## src/mtp_pkg.sv

```systemverilog
package mtp_pkg;

    // ------------------------------------------------------------
    // mode encodings
    // ------------------------------------------------------------
    typedef enum logic [1:0] {
        MTP_CONTINUOUS,
        MTP_COUNTER,
        MTP_PWM,
        MTP_CAPTURE
    } mtp_mode_t;

    // ------------------------------------------------------------
    // widths, reset values and counts
    // ------------------------------------------------------------
    localparam int              MTP_CNT_W      = 16;
    localparam int              MTP_PRE_W      = 3;
    localparam logic [15:0]     MTP_CNT_ONE    = 16'h0001;
    localparam logic [15:0]     MTP_CNT_RST    = 16'h0001;
    localparam logic [15:0]     MTP_RELOAD_RST = 16'hFFFF;
    localparam logic [15:0]     MTP_PWM_RST    = 16'h0000;
    localparam logic [6:0]      MTP_PRE_RST    = 7'h00;
    localparam int              MTP_SYNC_STAGES = 2;
    localparam int              MTP_CLK_HZ     = 25000000;

endpackage

```

## src/mtp_edge_sync.sv

```systemverilog
`timescale 1ns/100ps
`default_nettype none

// ------------------------------------------------------------
// two flop pin synchroniser with polarity-selected edge detect
// ------------------------------------------------------------
module mtp_edge_sync (
    input  wire logic mclk_i,      // system clock
    input  wire logic resetn_i,    // async reset, active low
    input  wire logic pin_i,       // asynchronous timer input pin
    input  wire logic fall_sel_i,  // 1 selects falling edges
    output logic      edge_o       // one-cycle pulse on selected edge
);

    logic meta_ff;
    logic sync_ff;
    logic prev_ff;

    // first stage is read only by the second stage
    always_ff @(posedge mclk_i or negedge resetn_i) begin
        if (!resetn_i) begin
            meta_ff <= 1'b0;
            sync_ff <= 1'b0;
            prev_ff <= 1'b0;
        end else begin
            meta_ff <= pin_i;
            sync_ff <= meta_ff;
            prev_ff <= sync_ff;
        end
    end

    // edge qualified by the polarity choice
    always_comb begin
        edge_o = fall_sel_i ? (prev_ff & ~sync_ff) : (~prev_ff & sync_ff);
    end

endmodule

`default_nettype wire

```

## src/mtp_timer.sv

```systemverilog
`timescale 1ns/100ps
`default_nettype none

// Operation
// - continuous mode counts system clock through the prescaler; period reload times prescale
// - counter mode counts timer input edges with prescaler bypassed
// - polarity bit picks rising or falling edges counted in counter mode
// - counter mode at reload raises interrupt, count returns to one, keeps counting
// - with output enabled, output pin toggles at every reload
// - polarity written during configuration sets initial output level even if disabled
// - software starting count affects only first pass; later passes start from one
// - pwm period is reload times prescale over system clock
// - polarity 0 high time reload minus pwm; polarity 1 high time pwm
// - a starting count other than one shortens or lengthens first period
// - capture mode copies current count into capture value on selected edge
// - polarity bit picks rising or falling edge that triggers capture
// - capture raises interrupt and counting continues without reset
// - capture mode counts to reload, raises interrupt and continues

module mtp_timer (
    input  wire logic        mclk_i,        // system clock, 25 MHz
    input  wire logic        resetn_i,      // async reset, active low
    input  wire logic        enable_i,      // timer run enable
    input  wire logic [1:0]  mode_i,        // mtp_mode_t encoding
    input  wire logic        timer_polarity_select_i, // edge and level polarity
    input  wire logic [2:0]  prescale_i,    // prescale = 2**prescale_i
    input  wire logic        out_en_i,      // timer output alternate function on
    input  wire logic [15:0] reload_i,      // reload value
    input  wire logic [15:0] pwm_i,         // pwm compare value
    input  wire logic        cnt_wr_i,      // load count pulse
    input  wire logic [15:0] cnt_wdata_i,   // count write data
    input  wire logic        timer_in_i,    // timer input pin, asynchronous
    output logic [15:0]      count_o,       // current count
    output logic [15:0]      capture_o,     // captured count value
    output logic             irq_o,         // one-cycle interrupt pulse
    output logic             timer_out_o,   // timer output pin level
    output logic             timer_out_oe_o // output enable, high while driving
);

    logic [15:0] cnt_ff;
    logic [15:0] nxt_cnt;
    logic [15:0] cap_ff;
    logic [6:0]  pre_ff;
    logic        irq_ff;
    logic        out_ff;
    logic        oe_ff;
    logic        pin_edge;
    logic        tick;
    logic        at_reload;
    mtp_pkg::mtp_mode_t mode;

    assign mode = mtp_pkg::mtp_mode_t'(mode_i);

    // ------------------------------------------------------------
    // input pin synchroniser and edge select
    // ------------------------------------------------------------
    mtp_edge_sync u_sync (
        .mclk_i     (mclk_i),
        .resetn_i   (resetn_i),
        .pin_i      (timer_in_i),
        .fall_sel_i (timer_polarity_select_i),
        .edge_o     (pin_edge)
    );

    // prescale terminal test, shared by tick and next-state logic
    function automatic logic pre_done(input logic [6:0] p, input logic [2:0] sel);
        logic [6:0] lim;
        lim = 7'((8'h01 << sel) - 8'h01);
        return p == lim;
    endfunction

    // ------------------------------------------------------------
    // prescaler; held at zero while stopped so each run starts clean
    // ------------------------------------------------------------
    always_ff @(posedge mclk_i or negedge resetn_i) begin
        if (!resetn_i) begin
            pre_ff <= mtp_pkg::MTP_PRE_RST;
        end else if (!enable_i || mode == mtp_pkg::MTP_COUNTER) begin
            pre_ff <= mtp_pkg::MTP_PRE_RST;
        end else if (pre_done(pre_ff, prescale_i)) begin
            pre_ff <= mtp_pkg::MTP_PRE_RST;
        end else begin
            pre_ff <= pre_ff + 7'h01;
        end
    end

    // count source: pin edges in counter mode, prescaled clock otherwise
    always_comb begin
        if (mode == mtp_pkg::MTP_COUNTER) begin
            tick = enable_i & pin_edge;
        end else begin
            tick = enable_i & pre_done(pre_ff, prescale_i);
        end
        at_reload = tick && (cnt_ff == reload_i);
    end

    // next count: reload wraps to one, never to the software start value
    always_comb begin
        nxt_cnt = cnt_ff;
        if (at_reload) begin
            nxt_cnt = mtp_pkg::MTP_CNT_ONE;
        end else if (tick) begin
            nxt_cnt = cnt_ff + 16'h0001;
        end
    end

    // ------------------------------------------------------------
    // counter; software load wins over counting
    // ------------------------------------------------------------
    always_ff @(posedge mclk_i or negedge resetn_i) begin
        if (!resetn_i) begin
            cnt_ff <= mtp_pkg::MTP_CNT_RST;
        end else if (cnt_wr_i) begin
            cnt_ff <= cnt_wdata_i;
        end else begin
            cnt_ff <= nxt_cnt;
        end
    end

    // capture keeps running count untouched
    always_ff @(posedge mclk_i or negedge resetn_i) begin
        if (!resetn_i) begin
            cap_ff <= mtp_pkg::MTP_PWM_RST;
        end else if (enable_i && mode == mtp_pkg::MTP_CAPTURE && pin_edge) begin
            cap_ff <= cnt_ff;
        end
    end

    // interrupt pulse on reload and on capture
    always_ff @(posedge mclk_i or negedge resetn_i) begin
        if (!resetn_i) begin
            irq_ff <= 1'b0;
        end else begin
            irq_ff <= at_reload ||
                      (enable_i && mode == mtp_pkg::MTP_CAPTURE && pin_edge);
        end
    end

    // ------------------------------------------------------------
    // output level; while stopped it follows polarity so a
    // configuration write presets it even with output disabled
    // ------------------------------------------------------------
    always_ff @(posedge mclk_i or negedge resetn_i) begin
        if (!resetn_i) begin
            out_ff <= 1'b0;
        end else if (!enable_i) begin
            out_ff <= timer_polarity_select_i;
        end else if (mode == mtp_pkg::MTP_PWM) begin
            if (at_reload) begin
                out_ff <= timer_polarity_select_i;
            end else if (tick && cnt_ff == pwm_i) begin
                out_ff <= ~timer_polarity_select_i;
            end
        end else if (at_reload) begin
            out_ff <= ~out_ff;
        end
    end

    // pin only driven when the alternate function is chosen
    always_ff @(posedge mclk_i or negedge resetn_i) begin
        if (!resetn_i) begin
            oe_ff <= 1'b0;
        end else begin
            oe_ff <= out_en_i;
        end
    end

    assign count_o        = cnt_ff;
    assign capture_o      = cap_ff;
    assign irq_o          = irq_ff;
    assign timer_out_o    = out_ff;
    assign timer_out_oe_o = oe_ff;
endmodule

`default_nettype wire

```

## config.mk

```make
export PLATFORM = sky130hd
export DESIGN_NAME = mtp_timer
export DESIGN_NICKNAME = d
export VERILOG_FILES = /design/src/mtp_pkg.sv /design/src/mtp_edge_sync.sv /design/src/mtp_timer.sv
export SDC_FILE = /design/constraint.sdc
export NUM_CORES = 1
export LEC_CHECK = 0
export BUFFER_PORTS_ARGS = -buffer_cell sky130_fd_sc_hd__buf_2
export CORE_ASPECT_RATIO = 0.5
export CORE_MARGIN = 3
export CORE_UTILIZATION = 34
export DETAILED_ROUTE_END_ITERATION = 6
export GPL_ROUTABILITY_DRIVEN = 0
export RECOVER_POWER = 25
export REMOVE_ABC_BUFFERS = 1
export SYNTH_ARGS = -nofsm -noshare
export SYNTH_HDL_FRONTEND = slang
export SYNTH_SLANG_ARGS = --single-unit
```

## constraint.sdc

```tcl
create_clock -name mclk_i -period 2.9 [get_ports mclk_i]
set_clock_uncertainty 0.05 [all_clocks]
set_input_delay 0.725 -clock mclk_i [delete_from_list [all_inputs] [get_ports mclk_i]]
set_output_delay 0.725 -clock mclk_i [all_outputs]
set_load 0.1 [all_outputs]
```

==> results.md <==
* RR Endpoint: timer_out_o$_DFFE_PN0P_
* Crit-path cells: buf_2, or4_4, a21boi_4, nor4_2, nor3_4, nand4_1, mux2_1, a311o_1
* Critical path arrival at 2740 ps
* GR Overflow Total at 0
* Die width at 133.6 um
* Vias in the first global route at 2528
* Sw Share at 45.21%
* Initial DRC Count at 64
* Slowest Stage Delay on Critical Path at 570 ps
* Cts repair resizes at 0
* Crit end category: flip-flop
* Ratio of cells with drive above 1 in the final layout at 37.91%
* Slowest cell on crit path: or4_4
* Hold Fails Final Rpt at 0
* Port Buffers at 94
* Ys Warns at 0
* Pint at 1.392 mW
* CTS Buf Count at 5
* Slew margin rel. at 36.05%
* Reg2reg setup slack at 380 ps
* I/O pin cnt at 95
* Site Rows at 22
* Antenna cell count at 0
* Net switching power at 1.148 mW
* Crit Reg-Reg Startpoint: pre_ff[4]$_DFF_PN0_
* GRT Total Usage at 16.45%
* Crit path buf inv count at 1
* Worst-case reg-to-reg path depth at 7
* Pins Over Slew Limit at 0
* Most frequent cells in the layout: buf_2 (93), dfrtp_1 (44), xnor2_1 (40)
* Hold_sp: u_sync.meta_ff$_DFF_PN0_
* EDFF count, synth at 0
* Synth async-reset ratio at 100.0%
* Synthesis-to-layout area growth at 28.21%
* Initial Util at 36.43%
* Yosys cell types at 58
* RSZ-0062 raised after global routing: false
* Static Leak at 1.572 nW
* Synthesized cell area at 2768 um^2
* Fin crit share at 90.67%
* Commonest non-fill, non-tap cell in the layout: buf_2
* Final Net Count at 425
* FMAX at 0.3803 GHz
* Type of the tightest min-delay check: reg -> reg
* CTS clk-pin slew, worst paths at 60 ps
* Residual DRC at 0
* Sequential share of the synthesized area at 40.73%
* Vias/cell at 5.023
* Worst EP required at 3010 ps
* Total length of routed wires at 7527 um
* CP startpoint kind: primary input
* Crit path kind: in -> reg
* Max-capacitance violation count at 0
* CTS tree: built
* Die Height at 69.80 um
* Status: completed
* Seq cells post-synth at 45
* Post-DP HPWL at 5788 um
* Max Buffers Root-to-Sink at 2
* Die area at 9324 um^2
* Clock Power Share at 25.7%
* Comb pwr share at 42.1%
* Largest net degree at the start of global routing at 29
* Core area at 7597 um^2
* Tmin final at 2629 ps
* WL/cell at 15.95 um
* First-pass GRT wire length at 12410 um
* DR vias at 2371
* Number of cells on the worst hold path at 0
* Setup Viol. Count Final at 0
* Htree depth at 2
* Post-synthesis cell count at 270
* Clock latency at the later pin of the worst-skew pair at 280 ps
* VDD IR max at 0.3246 mV
* DRT antenna net count at 0
* WHS Endpoint: u_sync.sync_ff$_DFF_PN0_
* Top Family by Delay on Critical Path: simple AND/OR/NAND/NOR gates
* Pre-antenna DRT Iters at 4
* Root Driver: clkbuf_16
* Sequential Power Share at 32.2%
* Hold Buf Count CTS at 0
* Max FO, Critical Path at 10
* Util after Layout at 46.71%
* P per Cell Area at 715.8 nW/um^2
* Ys flop type: dfrtp_1
* Sink Count at 45
* Worst-Margin Slew at 959.3 ps
* Syn avg cell area at 10.25 um^2
* Post-CTS setup buffers at 0
* Sum Neg Setup Slack at 0 ps
* Initial antenna violation count at 0
synthesized netlist by cell type (2+ instances only):
library cell  count  area (um^2)
a211o_1           2        17.52
a21oi_1           6        30.03
a22o_1            6        52.55
a22oi_1           2        15.01
a31oi_1           2        12.51
and2_1            2        12.51
and3_1            7        43.79
buf_2             2        10.01
clkbuf_1         13        48.80
dfrtp_1          44         1101
ha_1              2        25.02
inv_1             6        22.52
mux2_2           16        180.2
nand2_1          14        52.55
nand2b_1          5        31.28
nand3_1          14        70.07
nand3b_1          2        15.01
nand4_1          12        75.07
nor2_1           12        45.04
nor2_2            2        12.51
nor2b_1           4        25.02
nor3_1            6        30.03
nor3b_1           2        15.01
nor4_2            2        25.02
o21a_1            2        15.01
o21ai_0           2        10.01
o22a_1            2        17.52
o22ai_1           2        12.51
o31ai_1           3        22.52
o41ai_1           2        17.52
xnor2_1          40        350.3
xor2_1            6        52.55
power by group through the flow:
stage	sequential (mW)	clock (mW)	combinational, mW
5_1_grt	0.834	0.693	1.11
6_report	0.819	0.653	1.07
2_1_floorplan	1.44	0	0.222
4_1_cts	0.819	0.664	1.08
3_5_place_dp	0.831	0	1.07
3_3_place_gp	0.824	0	1.07
worst max path at each step:
stage,from,end,slack (ps),cells past startpoint
after global routing,prescale_i[2],timer_out_o$_DFFE_PN0P_,150,8
after detailed placement,prescale_i[2],timer_out_o$_DFFE_PN0P_,-30,8
after CTS,prescale_i[2],timer_out_o$_DFFE_PN0P_,260,8
after global placement,prescale_i[2],timer_out_o$_DFFE_PN0P_,30,8
final,prescale_i[2],timer_out_o$_DFFE_PN0P_,270,8
after floorplan,prescale_i[2],timer_out_o$_DFFE_PN0P_,250,7
state kept, by name, summed over array words and instances (netlist names):
register,cells
capture_o,16
count_o,16
irq_o,1
pre_ff,7
timer_out_o,1
timer_out_oe_o,1
u_sync.meta_ff,1
u_sync.prev_ff,1
u_sync.sync_ff,1
metrics by stage:
step / setup WS, ps / cell area [um^2] / hold slack [ps] / total power, mW / cells
after floorplan: 247.6 / 2694 / 281.2 / 1.664 / 253
after global placement: 31.35 / 3379 / 282.9 / 1.890 / 464
after detailed placement: -29.58 / 3379 / 287.1 / 1.905 / 464
after CTS: 263.0 / 3552 / 301.1 / 2.561 / 472
after global routing: 152.7 / 3548 / 307.3 / 2.641 / 472
final: 270.6 / 3548 / 301.7 / 2.540 / 472
worst register-to-register path: stages, from the launching register on:
cell	delay, ps
dfrtp_1	460
and3_1	220
o31a_1	300
nor4_2	500
nor3_4	110
nand4_1	100
mux2_1	320
a311o_1	350
per-layer routing:
metal	up-vias	wire length (um)	track usage, %
met3	8	278	3.261
li1	1151	-	-
met2	52	3769	28.93
met5	-	0	0
met4	0	80	3.763
met1	1160	3398	20.96
cell type report:
cell class,count,area (um^2)
Fill cell,767,4049
Multi-Input combinational cell,202,1544
Sequential cell,45,1127
Timing Repair Buffer,103,546.8
Clock buffer,7,142.6
Tap cell,108,135.1
Clock inverter,1,30.03
Inverter,6,22.52
logic make-up after synthesis:
| logic type | after synthesis | synth area share, % |
|---|---|---|
| muxes | 18 | 7.278 |
| AOI/OAI and AO/OA | 42 | 12.75 |
| xor gates and xnor gates | 46 | 14.56 |
| adders and majority gates | 2 | 0.9040 |
| and+or+nand+nor | 94 | 20.30 |
| DFF | 45 | 40.73 |
| buffers and inverters | 23 | 3.481 |
Power figures use the tool's default switching activity.
